<file path="config.mk">
export PLATFORM = sky130hd
export DESIGN_NAME = interrupt_request_and_vectoring
export DESIGN_NICKNAME = d
export VERILOG_FILES = /design/src/irq_pkg.sv /design/src/interrupt_request_and_vectoring.sv /design/src/level_priority_resolver.sv /design/src/pend_flag_bank.sv
export SDC_FILE = /design/constraint.sdc
export NUM_CORES = 1
export LEC_CHECK = 0
export ABC_AREA = 0
export BUFFER_PORTS_ARGS = -buffer_cell sky130_fd_sc_hd__buf_4
export CAP_MARGIN = 20
export CELL_PAD_IN_SITES_DETAIL_PLACEMENT = 1
export CELL_PAD_IN_SITES_GLOBAL_PLACEMENT = 1
export CORE_MARGIN = 2
export CORE_UTILIZATION = 40
export CTS_BUF_LIST = sky130_fd_sc_hd__clkbuf_8
export DETAILED_ROUTE_END_ITERATION = 6
export PLACE_DENSITY_LB_ADDON = 0.1
export RECOVER_POWER = 25
export REMOVE_ABC_BUFFERS = 1
export SLEW_MARGIN = 20
export SYNTH_ARGS = -nofsm -noshare
export SYNTH_HDL_FRONTEND = slang
export SYNTH_HIERARCHICAL = 1
export SYNTH_SLANG_ARGS = --single-unit
</file>
<file path="constraint.sdc">
create_clock -name core_clk -period 4.1 [get_ports core_clk]
set_input_delay 0.205 -clock core_clk [delete_from_list [all_inputs] [get_ports core_clk]]
set_output_delay 0.205 -clock core_clk [all_outputs]
set_load 0.005 [all_outputs]
</file>
<file path="src/irq_pkg.sv">
package irq_pkg;
    // register file addresses
    localparam logic [7:0] ADDR_REQ_STATUS = 8'hdc;
    localparam logic [7:0] ADDR_LEVEL_MASK = 8'hdd;
    localparam logic [7:0] ADDR_SYS_MODE = 8'hde;
    localparam logic [7:0] ADDR_LEVEL_PRIO = 8'hff;
    // reset values
    localparam logic [7:0] REQ_STATUS_RESET = 8'h00;
    localparam logic [7:0] LEVEL_MASK_RESET = 8'h00;
    localparam logic [7:0] LEVEL_PRIO_RESET = 8'h00;
    localparam logic [7:0] SYS_MODE_RESET = 8'h00;
    // global enable bit inside the system mode register
    localparam int GE_BIT = 0;
    // levels whose overflow or borrow source is cleared by hardware
    localparam logic [7:0] HW_CLEARED_LEVELS = 8'h0f;
    // vector table: even-aligned pairs in the lowest page, clear of 003ch..003fh
    localparam logic [7:0] HW_VEC_BASE = 8'h00;
    localparam logic [7:0] SW_VEC_BASE = 8'h10;
    localparam logic [7:0] OPT_BYTES_LO = 8'h3c;
    localparam logic [7:0] OPT_BYTES_HI = 8'h3f;
    // priority register field positions
    localparam int PRIO_A_BIT = 0;
    localparam int PRIO_G0_BIT = 1;
    localparam int PRIO_B_TOP_BIT = 2;
    localparam int PRIO_B_SUB_BIT = 3;
    localparam int PRIO_G1_BIT = 4;
    localparam int PRIO_C_TOP_BIT = 5;
    localparam int PRIO_C_SUB_BIT = 6;
    localparam int PRIO_G2_BIT = 7;

    // vectored entry sequence, gray coded from idle to branch
    typedef enum logic [2:0] {
        ST_IDLE = 3'b000,
        ST_PUSH_PCL = 3'b001,
        ST_PUSH_PCH = 3'b011,
        ST_PUSH_FLG = 3'b010,
        ST_FETCH_HI = 3'b110,
        ST_FETCH_LO = 3'b111,
        ST_BRANCH = 3'b101
    } entry_state_t;

    // pending flags of both kinds, one bit per level
    typedef struct packed {
        logic [7:0] hw;
        logic [7:0] sw;
    } pend_t;

    // winner of priority resolution
    typedef struct packed {
        logic valid;
        logic [2:0] level;
    } grant_t;

    // whole state of the top block
    typedef struct packed {
        entry_state_t st;
        logic [7:0] level_mask_register;
        logic [7:0] level_priority_register;
        logic [7:0] system_mode_register;
        logic [7:0] rd_data;
        logic [2:0] level;
        logic [7:0] vec_addr;
        logic [15:0] pc_save;
        logic [7:0] flags_save;
        logic [7:0] stack_data;
        logic [7:0] rom_addr;
        logic [7:0] vec_hi;
        logic [15:0] branch_addr;
        logic branch_valid;
        logic req_pulse;
    } top_state_t;
endpackage : irq_pkg

</file>
<file path="src/interrupt_request_and_vectoring.sv">
`timescale 1ns/10ps
// What this block does
// - one request status bit per level
// - status register read-only, writes ignored
// - reset clears all request status bits
// - requests recorded while globally disabled
// - fixed source-to-level assignment
// - hardware flag set, request pulse, ack clears
// - timer overflows and counter a hardware-cleared
// - other sources stay pending until software clears
// - request, ack, vector, clear, then resume
// - service needs enable, mask, priority, source
// - acknowledge only at instruction end
// - entry clears enable, saves, then vectors
// - return sets global enable again
// - push pcl, pch, flags; fetch hi, lo
// - vectors even-aligned in lowest rom page
// - option bytes never used as vectors
// - priority register orders groups and levels
// - same level: lower vector address wins
module interrupt_request_and_vectoring import irq_pkg::*; (
    input wire logic core_clk,
    input wire logic rst,
    input wire logic [7:0] reg_addr,
    input wire logic reg_wr,
    input wire logic reg_rd,
    input wire logic [7:0] reg_wdata,
    output logic [7:0] reg_rd_data,
    input wire logic [7:0] hw_evt,
    input wire logic [7:0] sw_evt,
    input wire logic [7:0] sw_clr,
    input wire logic [7:0] src_en,
    input wire logic instr_end,
    input wire logic ei_exec,
    input wire logic di_exec,
    input wire logic return_from_handler_instruction_exec,
    input wire logic [15:0] pc_in,
    input wire logic [7:0] flags_in,
    output logic acknowledge_strobe,
    output logic req_line,
    output logic stack_push,
    output logic [7:0] stack_data,
    output logic rom_rd,
    output logic [7:0] rom_addr,
    input wire logic [7:0] rom_data,
    output logic branch_valid,
    output logic [15:0] branch_addr,
    output logic global_enable_bit,
    output logic entry_busy
);
    top_state_t s_r; // registered state
    top_state_t s_nxt; // next state
    pend_t pend; // pending flags from the bank
    logic [7:0] req_status; // request status, hardware or software pending
    logic [7:0] qual_req; // levels unmasked with an enabled source
    grant_t grant; // winning level
    logic hw_pick; // winner is served through its hardware source
    logic take_ack; // acknowledge this cycle

    // flag storage; the ack clears the hardware flag of the served level
    pend_flag_bank u_pend (
        .core_clk(core_clk),
        .rst(rst),
        .hw_evt(hw_evt),
        .sw_evt(sw_evt),
        .sw_clr(sw_clr),
        .ack_valid(take_ack && hw_pick),
        .ack_level(grant.level),
        .pend(pend)
    );

    // status and qualification; recorded regardless of global enable
    assign req_status = (pend.hw & HW_CLEARED_LEVELS) | pend.sw;
    // sources live on fixed levels: 7..4 pins, 3 timer 2, 2 counter a, 1/0 timers
    assign qual_req = req_status & s_r.level_mask_register & src_en;

    // priority among the qualified levels
    level_priority_resolver u_prio (
        .req(qual_req),
        .prio(s_r.level_priority_register),
        .grant(grant)
    );

    // the hardware source has the lower vector address, so it wins its level
    assign hw_pick = pend.hw[grant.level] & HW_CLEARED_LEVELS[grant.level];
    // only between instructions, only when globally enabled and idle
    assign take_ack = (s_r.st == ST_IDLE) && instr_end && grant.valid &&
        s_r.system_mode_register[GE_BIT];

    // next-state logic for registers and the entry sequence
    always_comb begin
        s_nxt = s_r;
        s_nxt.branch_valid = 1'b0;
        s_nxt.req_pulse = |(hw_evt & HW_CLEARED_LEVELS);
        // register reads: one cycle latency, unmapped reads give zero
        if (reg_rd) begin
            case (reg_addr)
                ADDR_REQ_STATUS: s_nxt.rd_data = req_status;
                ADDR_LEVEL_MASK: s_nxt.rd_data = s_r.level_mask_register;
                ADDR_SYS_MODE: s_nxt.rd_data = s_r.system_mode_register;
                ADDR_LEVEL_PRIO: s_nxt.rd_data = s_r.level_priority_register;
                default: s_nxt.rd_data = 8'h00;
            endcase
        end
        // register writes; the status address has no write path
        if (reg_wr) begin
            case (reg_addr)
                ADDR_LEVEL_MASK: s_nxt.level_mask_register = reg_wdata;
                ADDR_SYS_MODE: s_nxt.system_mode_register = reg_wdata;
                ADDR_LEVEL_PRIO: s_nxt.level_priority_register = reg_wdata;
                default: s_nxt.rd_data = s_nxt.rd_data;
            endcase
        end
        // instruction effects on the global enable bit
        if (ei_exec || return_from_handler_instruction_exec) begin
            s_nxt.system_mode_register[GE_BIT] = 1'b1;
        end
        if (di_exec) begin
            s_nxt.system_mode_register[GE_BIT] = 1'b0;
        end
        // entry sequence
        case (s_r.st)
            ST_IDLE: begin
                if (take_ack) begin
                    // first disable further interrupts, then save state
                    s_nxt.system_mode_register[GE_BIT] = 1'b0;
                    s_nxt.level = grant.level;
                    s_nxt.vec_addr = (hw_pick ? HW_VEC_BASE : SW_VEC_BASE) +
                        {4'h0, grant.level, 1'b0};
                    s_nxt.pc_save = pc_in;
                    s_nxt.flags_save = flags_in;
                    s_nxt.stack_data = pc_in[7:0];
                    s_nxt.st = ST_PUSH_PCL;
                end
            end
            ST_PUSH_PCL: begin
                s_nxt.stack_data = s_r.pc_save[15:8];
                s_nxt.st = ST_PUSH_PCH;
            end
            ST_PUSH_PCH: begin
                s_nxt.stack_data = s_r.flags_save;
                s_nxt.st = ST_PUSH_FLG;
            end
            ST_PUSH_FLG: begin
                s_nxt.rom_addr = s_r.vec_addr;
                s_nxt.st = ST_FETCH_HI;
            end
            ST_FETCH_HI: begin
                // pairs are even aligned, so the low byte sits at addr | 1
                s_nxt.rom_addr = s_r.vec_addr | 8'h01;
                s_nxt.st = ST_FETCH_LO;
            end
            ST_FETCH_LO: begin
                s_nxt.vec_hi = rom_data; // high byte, one read latency
                s_nxt.st = ST_BRANCH;
            end
            ST_BRANCH: begin
                s_nxt.branch_addr = {s_r.vec_hi, rom_data};
                s_nxt.branch_valid = 1'b1;
                s_nxt.st = ST_IDLE;
            end
            default: begin
                s_nxt.st = ST_IDLE;
            end
        endcase
    end

    // state register; mask and priority start cleared to keep things defined
    always_ff @(posedge core_clk) begin
        if (rst) begin
            s_r <= '0;
            s_r.st <= ST_IDLE;
            s_r.level_mask_register <= LEVEL_MASK_RESET;
            s_r.level_priority_register <= LEVEL_PRIO_RESET;
            s_r.system_mode_register <= SYS_MODE_RESET;
        end else begin
            s_r <= s_nxt;
        end
    end

    // outputs; push and fetch strobes decode the state, the ack strobe is combinational, data come from flops
    assign reg_rd_data = s_r.rd_data;
    assign acknowledge_strobe = take_ack;
    assign req_line = s_r.req_pulse;
    assign stack_push = (s_r.st == ST_PUSH_PCL) || (s_r.st == ST_PUSH_PCH) ||
        (s_r.st == ST_PUSH_FLG);
    assign stack_data = s_r.stack_data;
    assign rom_rd = (s_r.st == ST_FETCH_HI) || (s_r.st == ST_FETCH_LO);
    assign rom_addr = s_r.rom_addr;
    assign branch_valid = s_r.branch_valid;
    assign branch_addr = s_r.branch_addr;
    assign global_enable_bit = s_r.system_mode_register[GE_BIT];
    assign entry_busy = (s_r.st != ST_IDLE);

    // checks next to the logic
    a_reset_clears: assert property (@(posedge core_clk)
        rst |=> req_status == REQ_STATUS_RESET) else $error("status not cleared by reset");
    a_status_records: assert property (@(posedge core_clk) disable iff (rst)
        sw_evt != 8'h00 |=> (req_status & $past(sw_evt)) == $past(sw_evt))
        else $error("request not recorded");
    a_ack_at_end: assert property (@(posedge core_clk) disable iff (rst)
        acknowledge_strobe |-> instr_end && !entry_busy) else $error("ack mid instruction");
    a_ack_qualified: assert property (@(posedge core_clk) disable iff (rst)
        acknowledge_strobe |-> global_enable_bit && s_r.level_mask_register[grant.level]
        && src_en[grant.level]) else $error("unqualified ack");
    a_entry_order: assert property (@(posedge core_clk) disable iff (rst)
        acknowledge_strobe |=> stack_push && stack_data == $past(pc_in[7:0], 1)
        ##1 stack_push ##1 stack_push ##1 rom_rd ##1 rom_rd ##2 branch_valid)
        else $error("entry sequence out of order");
    a_enable_cleared: assert property (@(posedge core_clk) disable iff (rst)
        acknowledge_strobe |=> !global_enable_bit [*6]) else $error("enable not cleared");
    a_vector_place: assert property (@(posedge core_clk) disable iff (rst)
        rom_rd |-> (rom_addr < OPT_BYTES_LO || rom_addr > OPT_BYTES_HI))
        else $error("vector in option bytes");
    a_vec_even: assert property (@(posedge core_clk) disable iff (rst)
        s_r.st == ST_FETCH_HI |-> !rom_addr[0]) else $error("odd vector address");
    a_return_from_handler_instruction_enable: assert property (@(posedge core_clk) disable iff (rst)
        return_from_handler_instruction_exec && !di_exec && !acknowledge_strobe |=> global_enable_bit)
        else $error("return left interrupts off");
    a_sw_holds: assert property (@(posedge core_clk) disable iff (rst)
        (pend.sw & ~sw_clr) != 8'h00 |=> (pend.sw & $past(pend.sw & ~sw_clr)) ==
        $past(pend.sw & ~sw_clr)) else $error("software flag lost");
    a_hw_cleared: assert property (@(posedge core_clk) disable iff (rst)
        acknowledge_strobe && hw_pick && grant.level == 3'h0 && !hw_evt[0]
        |=> !pend.hw[0]) else $error("hardware flag not cleared");
    a_req_pulse: assert property (@(posedge core_clk) disable iff (rst)
        hw_evt[2] |=> req_line ##0 pend.hw[2]) else $error("no request pulse");
endmodule : interrupt_request_and_vectoring

</file>
<file path="src/level_priority_resolver.sv">
`timescale 1ns/10ps
// picks the highest-priority requesting level from the priority register
module level_priority_resolver import irq_pkg::*; (
    input wire logic [7:0] req,
    input wire logic [7:0] prio,
    output grant_t grant
);
    grant_t win_a; // group a winner (levels 0,1)
    grant_t win_b; // group b winner (levels 2..4)
    grant_t win_c; // group c winner (levels 5..7)
    logic [2:0] order; // group ordering code

    // resolve inside each group, then order the groups
    always_comb begin
        win_a = '0;
        win_b = '0;
        win_c = '0;
        grant = '0;
        order = {prio[PRIO_G2_BIT], prio[PRIO_G1_BIT], prio[PRIO_G0_BIT]};
        // group a: one bit swaps levels 0 and 1
        if (req[0] && (!prio[PRIO_A_BIT] || !req[1])) win_a = '{1'b1, 3'h0};
        else if (req[1]) win_a = '{1'b1, 3'h1};
        // group b: subgroup 3/4, then level 2 against the subgroup
        if (req[3] && (!prio[PRIO_B_SUB_BIT] || !req[4])) win_b = '{1'b1, 3'h3};
        else if (req[4]) win_b = '{1'b1, 3'h4};
        if (req[2] && (!prio[PRIO_B_TOP_BIT] || !win_b.valid)) win_b = '{1'b1, 3'h2};
        // group c: subgroup 6/7, then level 5 against the subgroup
        if (req[6] && (!prio[PRIO_C_SUB_BIT] || !req[7])) win_c = '{1'b1, 3'h6};
        else if (req[7]) win_c = '{1'b1, 3'h7};
        if (req[5] && (!prio[PRIO_C_TOP_BIT] || !win_c.valid)) win_c = '{1'b1, 3'h5};
        // undefined codes fall back to a > b > c
        case (order)
            3'b001: grant = win_b.valid ? win_b : (win_c.valid ? win_c : win_a);
            3'b011: grant = win_b.valid ? win_b : (win_a.valid ? win_a : win_c);
            3'b100: grant = win_c.valid ? win_c : (win_a.valid ? win_a : win_b);
            3'b101: grant = win_c.valid ? win_c : (win_b.valid ? win_b : win_a);
            3'b110: grant = win_a.valid ? win_a : (win_c.valid ? win_c : win_b);
            default: grant = win_a.valid ? win_a : (win_b.valid ? win_b : win_c);
        endcase
    end
endmodule : level_priority_resolver

</file>
<file path="src/pend_flag_bank.sv">
`timescale 1ns/10ps
// holds the pending flags; set always beats clear in the same cycle
module pend_flag_bank import irq_pkg::*; (
    input wire logic core_clk,
    input wire logic rst,
    input wire logic [7:0] hw_evt,
    input wire logic [7:0] sw_evt,
    input wire logic [7:0] sw_clr,
    input wire logic ack_valid,
    input wire logic [2:0] ack_level,
    output pend_t pend
);
    pend_t state_r; // registered flags
    pend_t state_nxt; // next flags
    logic [7:0] hw_nxt; // per-level hardware flag next value
    logic [7:0] sw_nxt; // per-level software flag next value

    // one slice per level
    genvar i;
    generate
        for (i = 0; i < 8; i++) begin : g_level
            // only the overflow and borrow levels own a hardware flag
            assign hw_nxt[i] = HW_CLEARED_LEVELS[i] & (hw_evt[i] |
                (state_r.hw[i] & ~(ack_valid & (ack_level == 3'(i)))));
            // software flag drops only on the handler's write of zero
            assign sw_nxt[i] = sw_evt[i] | (state_r.sw[i] & ~sw_clr[i]);
        end
    endgenerate

    // pack next state
    always_comb begin
        state_nxt.hw = hw_nxt;
        state_nxt.sw = sw_nxt;
    end

    // register state
    always_ff @(posedge core_clk) begin
        if (rst) begin
            state_r <= '0;
        end else begin
            state_r <= state_nxt;
        end
    end

    assign pend = state_r;
endmodule : pend_flag_bank
</file>
# Word-level counts from Yosys, hierarchy flattened
# Memories as Yosys holds them, arrays and structs flattened.
# Cells that the tools add are included.
[op_classes]
addsub = 1
n_lt_le_gt_ge = 1
eq_ne = 19
n_mux = 39
bitwise = 44
reduce_logical = 39
[op_table]
columns = ["op", "count"]
rows = [
  ["$mux 4", 20],
  ["$eq 8x8->1 const B", 4],
  ["$pmux 8 s4", 1],
  ["$pmux 8 s3", 1],
  ["$pmux 4 s5", 1],
  ["$eq 3x3->1 const B", 6],
  ["$pmux 3 s6", 1],
  ["$and 1x1->1", 17],
  ["$and 8x8->8", 2],
  ["$mux 8", 2],
  ["$pmux 8 s2", 1],
  ["$eq 3x2->1 const B", 5],
  ["$not 1->1", 12],
  ["$or 1x1->1", 12],
  ["$logic_not 1->1", 10],
  ["$reduce_and 2->1", 5],
  ["$eq 3x1->1 const B", 3],
  ["$logic_and 1x1->1", 9],
  ["$logic_or 1x1->1", 9],
  ["$mux 9", 1],
  ["$mux 1", 8],
  ["$or 4x8->8", 1],
  ["$add 5x4->6", 1],
  ["$logic_not 3->1", 2],
  ["8 further kinds", 9],
]
[word_totals]
regBits = 123
mem_bits_ro = 8
out_inout_bits = 47
elab_cells = 162
memories = 1
[memory_table]
columns = ["memory", "words", "width", "read_ports", "rd_ports_with_merged_regs", "write_ports", "line_no", "rtl"]
rows = [
  ["(no name shown)", 8, 1, 1, 0, 0, "interrupt_request_and_vectoring.sv:85", "assign hw_pick = pend.hw[grant.level] & HW_CLEARED_LEVELS[grant.level];"],
]

# Longest topological paths before layout
# Gate-level depths: netlist (run 1).
[logic_depth]
word_depth = 22
mapped_depth = 12
depth_no_buf = 11

# Hierarchy
# The synthesis (run 1) kept the hierarchy.
[by_module_without_submodules]
columns = ["module", "instances", "cells_each", "area_each_um2"]
rows = [
  ["interrupt_request_and_vectoring", 1, 493, 4219.0],
  ["pend_flag_bank", 1, 56, 484.2],
  ["level_priority_resolver", 1, 71, 430.4],
]

# Worst setup path before layout (run 1)
# OpenSTA, ideal clock, no wires.
[synth_timing]
path_kind = "reg2reg"
start = "reg u_pend.state_r (netlist bit u_pend/pend[4])"
end = "reg u_pend.state_r (netlist bit u_pend/pend[11])"
setup_ns = 0.088
arrival_time_ns = 2.837
required_ns = 4.012
slack_ns = 1.174
stages_incl_launch_ff = 10
n_path_buf = 0
synth_period_minus_slack_ns = 2.926
path_cell_list = "dfxtp_1 and3_1 or3_4 o31ai_2 a22oi_1 a41oi_1 mux4_2 nor3b_2 and3b_1 a311oi_2"
[synth_lines]
columns = ["element", "line_no", "rtl"]
rows = [
  ["start: declaration", "pend_flag_bank.sv:13", "pend_t state_r;"],
  ["start signal: assignment", "pend_flag_bank.sv:41", "state_r <= state_nxt;"],
]

==> results of run 1 <==
==> area by class of cell <==
cell class	count	area share [%]
Clock buffer	9	2.053
Clock inverter	7	1.140
Inverter	13	0.8086
Multi-Input combinational cell	422	41.18
Sequential cell	106	35.16
Tap cell	172	3.566
Timing Repair Buffer	131	16.09
==> critical path: stages, from the launching register on <==
cell      delay [ps]
dfxtp_1          330
nor2_1           190
nor2_1           140
nor3_1           450
a31oi_1          150
a21oi_1          170
o211ai_1         100
a41oi_1          230
buf_4            190
mux4_2           510
nor3b_2          180
and3b_1          210
a311oi_2         250
==> worst max path at each step <==
| stage | startpoint | end | cells past startpoint |
|---|---|---|---|
| 6_report | u_pend/pend[3] | u_pend/pend[11] | 12 |
| 3_3_place_gp | u_pend/pend[11] | u_pend/pend[11] | 11 |
| 5_1_grt | u_pend/pend[3] | u_pend/pend[10] | 11 |
| 4_1_cts | u_pend/pend[3] | u_pend/pend[11] | 12 |
| 2_1_floorplan | u_pend/pend[4] | u_pend/pend[11] | 9 |
| 3_5_place_dp | u_pend/pend[3] | u_pend/pend[11] | 11 |
==> per-layer routing <==
| metal | GRT usage (%) | vias up | part of all wire [%] |
|---|---|---|---|
| met2 | 32.95 | 109 | 47 |
| met1 | 27.42 | 2155 | 46 |
| li1 | - | 2192 | - |
| met5 | 0 | - | 0 |
| met3 | 3.450 | 12 | 5.2 |
| met4 | 7.529 | 0 | 1.6 |
==> power breakdown <==
| part | internal (mW) | switching [mW] |
|---|---|---|
| clock | 0.283 | 0.367 |
| combinational | 0.0701 | 0.0655 |
| sequential | 1.04 | 0.00765 |
| total | 1.39 | 0.440 |
==> through the flow <==
step           utilization, %  hold WS (ps)  power [mW]  cell area, um^2  instances
3_5_place_dp            46.66         384.6       1.206             5841        843
6_report                48.21         48.28       1.832             6035        860
5_1_grt                 48.21         50.42       1.905             6035        860
2_1_floorplan               -         272.9       1.099             4649        541
3_3_place_gp            46.66         380.8       1.202             5841        843
4_1_cts                 48.28         30.18       1.859             6043        860
==> flip-flops by register name, indices dropped and copies added, names as in the netlist, named ones only <==
signal / cells
branch_addr: 16
branch_valid: 1
global_enable_bit: 1
reg_rd_data: 8
req_line: 1
rom_addr: 5
s_r: 53
stack_data: 8
u_pend/pend: 12
==> results.sh, run 1 <==
export IMPL_io_buffer_count=127
export IMPL_cts_tree="yes"
export IMPL_r2r_end="u_pend/pend[11]"
export IMPL_setup_violations_final=0
export IMPL_num_antenna_cells=0
export IMPL_holdPathEnd="s_r[47]"
export IMPL_first_iter_violations=292
export IMPL_wl_um=13700
export IMPL_cts_setup_buffers=0
export IMPL_rsz0062_at_grt="false"
export IMPL_hold_buffers=1
export IMPL_regToRegStartpoint="u_pend/pend[3]"
export IMPL_grt_overflow=0
export IMPL_start_util_pct=40.74
export IMPL_grt_max_degree=57
export IMPL_critical_path_required_ps=4390
export IMPL_core_area_um2=12520
export IMPL_h_tree_depth=3
export IMPL_cp_max_fo=6
export IMPL_postCtsResizedCells=0
export IMPL_fp_dieArea_um2=13670
export IMPL_synth_area_um2=5100
export IMPL_criticalPathCategory="flip-flop to flip-flop"
export IMPL_drive_gt1_share_pct=23.26
export IMPL_grt_use_total_pct=20.37
export IMPL_dpl_hpwl_um=9997
export IMPL_ir_drop_mv=0.1503
export IMPL_first_pass_iters=4
export IMPL_outcome="finished with violations"
export IMPL_clock_skew_ps=19.13
export IMPL_final_hold_violation_count=0
export IMPL_tightest_slew_ps=2565
export IMPL_min_delay_start="flags_in[5]"
export IMPL_violations="capacitance limit, slew limit"
export IMPL_clkLatencyLatePin_ps=390
export IMPL_arrival_ps=3480
export IMPL_leakage_nw=2.321
export IMPL_maxCapViolations=1
export IMPL_wl_per_cell_um=15.93
export IMPL_drv_slew=57
export IMPL_drc_errors=0
export IMPL_via_per_inst=5.195
export IMPL_mostFrequentLayoutCells="107 x nand2_1, 106 x dfxtp_1, 101 x buf_4, 66 x nor2_1, 58 x a21oi_1"
export IMPL_layout_nets=771
export IMPL_syn_inst=615
export IMPL_fin_crit_sh_pct=77.68
export IMPL_avgSynthCellArea_um2=8.293
export IMPL_critPathLaunchType="flip-flop"
export IMPL_cts_root_buffer="clkbuf_8"
export IMPL_clk_pin_slew_worst_paths_ps=110
export IMPL_hold_depth=3
export IMPL_reg2reg_slack_ps=920
export IMPL_std_cell_rows=41
export IMPL_yosysWarnings=6
export IMPL_cts_buffers=9
export IMPL_routed_via_count=4468
export IMPL_area_delta_synth_final_pct=18.33
export IMPL_end_kind="flip-flop"
export IMPL_slew_headroom_pct=-71.02
export IMPL_cts_sinks=106
export IMPL_num_io_pins=135
export IMPL_n_fill_cell=1562
export IMPL_tns_ps=0
export IMPL_place_gp_congestion=0.8394
export IMPL_multi_input_area_um2=2485
export IMPL_fp_dieW_um=116.9
export IMPL_grt_pass1_vias=4416
export IMPL_pre_cts_ws_ps=955.6
export IMPL_ff2ff_path_depth=12
export IMPL_setup_ws_ps=915.1
export IMPL_mostFrequentLayoutCell="nand2_1"
export IMPL_clk_path_buf_depth=2
export IMPL_antenna_found_initial=0
export IMPL_holdCritPathClass="primary input to flip-flop"
export IMPL_max_freq_mhz=314.0
export IMPL_die_y_um=116.9
export IMPL_p_per_area_nw_per_um2=303.5
export IMPL_register_area_um2=2122
export IMPL_grt_pass1_wl_um=21590
export IMPL_post_route_min_period_ps=3185
export IMPL_drt_antenna_violating_nets=0
Power figures use the tool's default switching activity.
==> inputs of run 2 (changes only) <==
- ABC_AREA: 0 -> 1
- CORE_UTILIZATION: 40 -> 35
- clock period: 4.1 -> 2.6 ns (I/O delays scaled with it)
==> results.sh, run 2 <==
export IMPL_outcome="finished with violations"
export IMPL_violations="setup timing"
export IMPL_antenna_found_initial=0
export IMPL_rsz0062_at_grt="true"
export IMPL_arrival_ps=2940
export IMPL_ir_drop_mv=0.2441
export IMPL_cts_sinks=106
export IMPL_cts_buffers=9
export IMPL_max_freq_mhz=372.4
export IMPL_regToRegStartpoint="u_pend/pend[8]"
export IMPL_critPathLaunchType="flip-flop"
export IMPL_cts_root_buffer="clkbuf_8"
export IMPL_yosysWarnings=6
export IMPL_h_tree_depth=3
export IMPL_slowest_delay_ps=350
export IMPL_slew_headroom_pct=39.39
export IMPL_drv_slew=0
export IMPL_pre_cts_ws_ps=-283.5
export IMPL_area_delta_synth_final_pct=30.92
export IMPL_grt_overflow=0
export IMPL_crit_start="u_pend/pend[8]"
export IMPL_setup_ws_ps=-84.99
export IMPL_p_per_area_nw_per_um2=544.9
export IMPL_post_route_min_period_ps=2685
export IMPL_drive_gt1_share_pct=27.53
export IMPL_cpMostUsedCell="nand2_1"
export IMPL_fin_crit_sh_pct=103.3
export IMPL_clk_pin_slew_worst_paths_ps=100
export IMPL_clk_path_buf_depth=2
export IMPL_clkLatencyLatePin_ps=380
export IMPL_wl_um=16290
export IMPL_criticalPathCategory="flip-flop to flip-flop"
export IMPL_grt_use_total_pct=20.48
export IMPL_largest_register_ffs=53
export IMPL_power_mw=3.717
export IMPL_critPathSlowestCell="dfxtp_2"
export IMPL_std_cell_rows=44
export IMPL_via_per_inst=4.830
export IMPL_grt_pass1_wl_um=26250
export IMPL_final_cells=1063
export IMPL_fp_dieW_um=126.0
export IMPL_routed_via_count=5134
export IMPL_first_iter_violations=219
export IMPL_maxCapViolations=0
export IMPL_core_area_um2=14530
export IMPL_io_buffer_count=127
export IMPL_setup_violations_final=4
export IMPL_grt_pass1_vias=5310
export IMPL_crit_chain="or2_4, and3_4, inv_2, nor2_2, nor2_2, buf_6, nor2_4, a21oi_2, nand2_1, nand2_1, nand2_1, nand4_1, nor2_1, nor2_1, o21ai_1, o21ai_1, nand2_1, nor2_2, inv_2, nor2_4, nand2_1, nand2_1, a21oi_2"
export IMPL_wl_per_cell_um=15.32
export IMPL_end_kind="flip-flop"
export IMPL_placed_cell_area_um2=6122
export IMPL_final_hold_violation_count=0
export IMPL_syn_inst=733
export IMPL_place_gp_congestion=0.8992
export IMPL_critical_path_required_ps=2850
export IMPL_regMostFlops="s_r"
export IMPL_clock_skew_ps=14.11
export IMPL_avgSynthCellArea_um2=7.109
export IMPL_drt_antenna_violating_nets=0
export IMPL_die_y_um=126.0
export IMPL_fp_dieArea_um2=15880
export IMPL_grt_max_degree=65
export IMPL_mostFrequentLayoutCell="buf_4"
export IMPL_fin_area_um2=6823
export IMPL_num_antenna_cells=0
export IMPL_cts_tree="yes"
export IMPL_drc_errors=0
export IMPL_num_io_pins=135
export IMPL_tightest_slew_ps=907.8
export IMPL_min_delay_start="ei_exec"
export IMPL_synth_area_um2=5211
export IMPL_cp_max_fo=5
export IMPL_layout_nets=962
export IMPL_dpl_hpwl_um=11280
export IMPL_start_util_pct=35.86
export IMPL_place_inst=1002
export IMPL_first_pass_iters=4
export IMPL_mostFrequentLayoutCells="152 x buf_4, 101 x dfxtp_1, 99 x nand2_1, 89 x inv_1, 83 x a21oi_1"
export IMPL_leakage_nw=3.035
export IMPL_holdCritPathClass="primary input to flip-flop"
run 2: changes by cell type in the layout (fill, tap and decap cells not counted), moves of 30 or more:
cell	change
o21ai_0	+57
nand3_1	+43
mux2i_1	-48
inv_1	+75
dlygate4sd3_1	+30
buf_4	+51
run 2: final timing paths:
path                                          end  depth (start not counted)  slack [ps]
worst max-delay path               u_pend/pend[8]                         23         -80
worst min-delay path            global_enable_bit                          5          20
worst max register to register     u_pend/pend[8]                         23         -80
worst min register to register            s_r[18]                          2         450
run 2: what timing repair did:
action | in CTS | in global routing
pin swaps | 10 | 12
setup buffers | 9 | 6
hold endpoints to repair | 30 | 0
hold buffers | 31 | 0
endpoints found under the setup margin | 5 | 6
cloned | 0 | 0
gates resized for setup | 28 | 9
run 2: critical path, delay by kind of cell, from the launching register on:
kind	cells	cell delay [ps]
compound gates	4	310
buf+inv	3	240
flops	1	350
simple gates	16	1660
run 2: layout make-up:
class | count | area [um^2]
fill | 1812 | 7711
timing repair buffer | 192 | 1535
clock buffer | 10 | 137.6
inverter | 101 | 380.4
clock inverter | 6 | 33.78
tap | 184 | 230.2
multi-input combinational | 464 | 2377
sequential | 106 | 2128
run 2: layer usage:
metal	GRT usage (%)	part of all wire (%)	vias up
li1	-	-	2613
met1	24.49	43	2411
met2	36.59	50	96
met3	5.438	5.7	14
met4	4.913	0.85	0
met5	0	0	-
run 2: power breakdown:
group / internal (mW) / switching (mW) / total (mW)
combinational: 0.429 / 0.491 / 0.920
sequential: 1.74 / 0.0809 / 1.82
clock: 0.370 / 0.604 / 0.974
total: 2.54 / 1.18 / 3.72
run 2: stage by stage:
stage	util [%]	hold slack, ps	TNS [ps]
6_report	46.94	16.46	-331.4
3_5_place_dp	42.12	344.2	-1114
4_1_cts	46.46	0.9732	-477.7
5_1_grt	46.94	2.686	-1380
3_3_place_gp	42.12	334.0	-584.0
2_1_floorplan	-	192.4	0
==> inputs of run 3 (changes only) <==
- CORE_UTILIZATION: 35 -> 34
==> results.sh, run 3 (synthesis gave the netlist of run 2 again) <==
export IMPL_drc_errors=0
export IMPL_h_tree_depth=3
export IMPL_critical_path_required_ps=2860
export IMPL_rsz0062_at_grt="true"
export IMPL_p_comb_share_pct=23.4
export IMPL_grt_pass1_vias=5429
export IMPL_fin_area_um2=6903
export IMPL_p_switching_mw=1.206
export IMPL_start_util_pct=34.54
export IMPL_max_freq_mhz=366.1
export IMPL_clk_pin_slew_worst_paths_ps=110
export IMPL_first_pass_iters=4
export IMPL_critPathBufInv=2
export IMPL_whs_ps=21.93
export IMPL_clkLatencyLatePin_ps=390
export IMPL_core_area_um2=15090
export IMPL_routed_via_count=5230
export IMPL_crit_chain="or2_4, and3_4, inv_2, nor2_2, nor2_4, nor2_4, nand2_1, nand3_1, a21oi_1, nor2_1, nand4_1, nor2_2, nor2_1, o21ai_1, o21ai_1, nand2_1, nor2_2, inv_2, nor2_4, nand2_1, nand2_1, a21oi_2"
export IMPL_tns_ps=-517.5
export IMPL_critPathSlowestCell="dfxtp_2"
export IMPL_end_kind="flip-flop"
export IMPL_slowest_delay_ps=340
export IMPL_num_antenna_cells=0
export IMPL_die_y_um=127.8
export IMPL_std_cell_rows=45
export IMPL_ff2ff_path_depth=22
export IMPL_setup_violations_final=5
export IMPL_final_cells=1069
export IMPL_cp_max_fo=4
export IMPL_grt_overflow=0
export IMPL_clk_path_buf_depth=2
export IMPL_clock_skew_ps=13.16
export IMPL_regMostFlops="s_r"
export IMPL_hold_depth=3
export IMPL_fp_dieW_um=127.8
export IMPL_slew_headroom_pct=49.48
export IMPL_sw_frac_of_total_pct=31.29
export IMPL_p_seq_share_pct=47.3
export IMPL_grt_max_degree=43
export IMPL_drive_gt1_share_pct=28.72
export IMPL_first_iter_violations=161
export IMPL_wl_um=16670
export IMPL_final_hold_violation_count=0
export IMPL_regToRegStartpoint="u_pend/pend[8]"
export IMPL_p_int_mw=2.648
export IMPL_grt_use_total_pct=20.46
export IMPL_ir_drop_mv=0.2540
export IMPL_cts_sinks=106
export IMPL_placed_cell_area_um2=6155
export IMPL_leakage_nw=3.044
export IMPL_layout_nets=964
export IMPL_mostFrequentLayoutCell="buf_4"
export IMPL_place_gp_congestion=0.9154
export IMPL_cts_root_buffer="clkbuf_8"
export IMPL_path_delay_family="simple AND/OR/NAND/NOR gates"
export IMPL_cts_tree="yes"
export IMPL_largest_register_ffs=53
export IMPL_holdPathEnd="u_pend/pend[9]"
export IMPL_clock_power_share_pct=29.2
export IMPL_io_buffer_count=127
export IMPL_via_per_inst=4.892
export IMPL_criticalPathCategory="flip-flop to flip-flop"
export IMPL_wl_per_cell_um=15.60
export IMPL_maxCapViolations=0
export IMPL_r2r_end="u_pend/pend[8]"
export IMPL_area_delta_synth_final_pct=32.46
export IMPL_min_delay_start="hw_evt[1]"
export IMPL_tightest_slew_ps=754.9
export IMPL_dpl_hpwl_um=11560
export IMPL_cts_buffers=9
export IMPL_drv_slew=0
export IMPL_num_io_pins=135
export IMPL_fin_crit_sh_pct=105.1
export IMPL_grt_pass1_wl_um=26630
export IMPL_drt_antenna_violating_nets=0
export IMPL_arrival_ps=2990
export IMPL_mostFrequentLayoutCells="127 x buf_4, 98 x nand2_1, 98 x dfxtp_1, 86 x inv_1, 85 x a21oi_1"
export IMPL_final_util_pct=45.75
export IMPL_holdCritPathClass="primary input to flip-flop"
export IMPL_antenna_found_initial=0
export IMPL_violations="setup timing"
export IMPL_p_per_area_nw_per_um2=558.3
export IMPL_fp_dieArea_um2=16330
export IMPL_reg2reg_slack_ps=-130
export IMPL_post_route_min_period_ps=2731
export IMPL_place_inst=1008
export IMPL_critPathLaunchType="flip-flop"
export IMPL_outcome="finished with violations"
export IMPL_setup_ws_ps=-131.3
export IMPL_cpMostUsedCell="nand2_1"
[run 3: power by group through the flow]
stage               combinational, mW  clock (mW)  sequential [mW]
finish                          0.902        1.13             1.82
global route                     1.01        1.22             1.84
CTS                             0.925        1.16             1.83
detailed placement              0.881           0             1.86
global placement                0.858           0             1.85
floorplan                       0.434           0             1.85
[run 3: layout make-up]
| cell class | instances | area [um^2] |
|---|---|---|
| Clock buffer | 10 | 137.6 |
| Clock inverter | 6 | 71.32 |
| Timing Repair Buffer | 194 | 1550 |
| Multi-Input combinational cell | 464 | 2394 |
| Inverter | 101 | 382.9 |
| Fill cell | 1886 | 8187 |
| Tap cell | 188 | 235.2 |
| Sequential cell | 106 | 2132 |
[run 3: tightest hold or removal path: stages]
cell and delay, ps:
buf_4 120, inv_1 70, a21oi_2 50
[run 3: how the worst max path moves through the flow]
stage	from	endpoint	slack, ps	cells past startpoint
CTS	u_pend/pend[10]	u_pend/pend[10]	-20	20
global route	u_pend/pend[8]	u_pend/pend[8]	-330	22
detailed placement	u_pend/pend[0]	u_pend/pend[10]	-220	22
global placement	u_pend/pend[0]	u_pend/pend[8]	-30	22
finish	u_pend/pend[8]	u_pend/pend[8]	-130	22
floorplan	u_pend/pend[1]	u_pend/pend[9]	120	20
[run 3: timing repair]
| item | 4_1_cts | 5_1_grt |
|---|---|---|
| hold endpoints to repair | 28 | 0 |
| setup buffers | 8 | 8 |
| hold buffers | 29 | 0 |
| setup endpoints to repair | 4 | 6 |
| pin swaps | 18 | 17 |
| resized for setup | 34 | 17 |
[run 3: routing by layer]
layer | global-route usage (%) | share of wire (%) | vias up
li1 | - | - | 2618
met1 | 25.55 | 45 | 2484
met2 | 35.01 | 49 | 107
met3 | 3.881 | 4.2 | 21
met4 | 7.822 | 2.2 | 0
met5 | 0 | 0 | -
[run 3: stage by stage]
stage,power [mW],setup slack [ps]
floorplan,2.286,123.1
global placement,2.713,-29.23
detailed placement,2.741,-221.7
CTS,3.908,-23.74
global route,4.074,-326.0
finish,3.854,-131.3
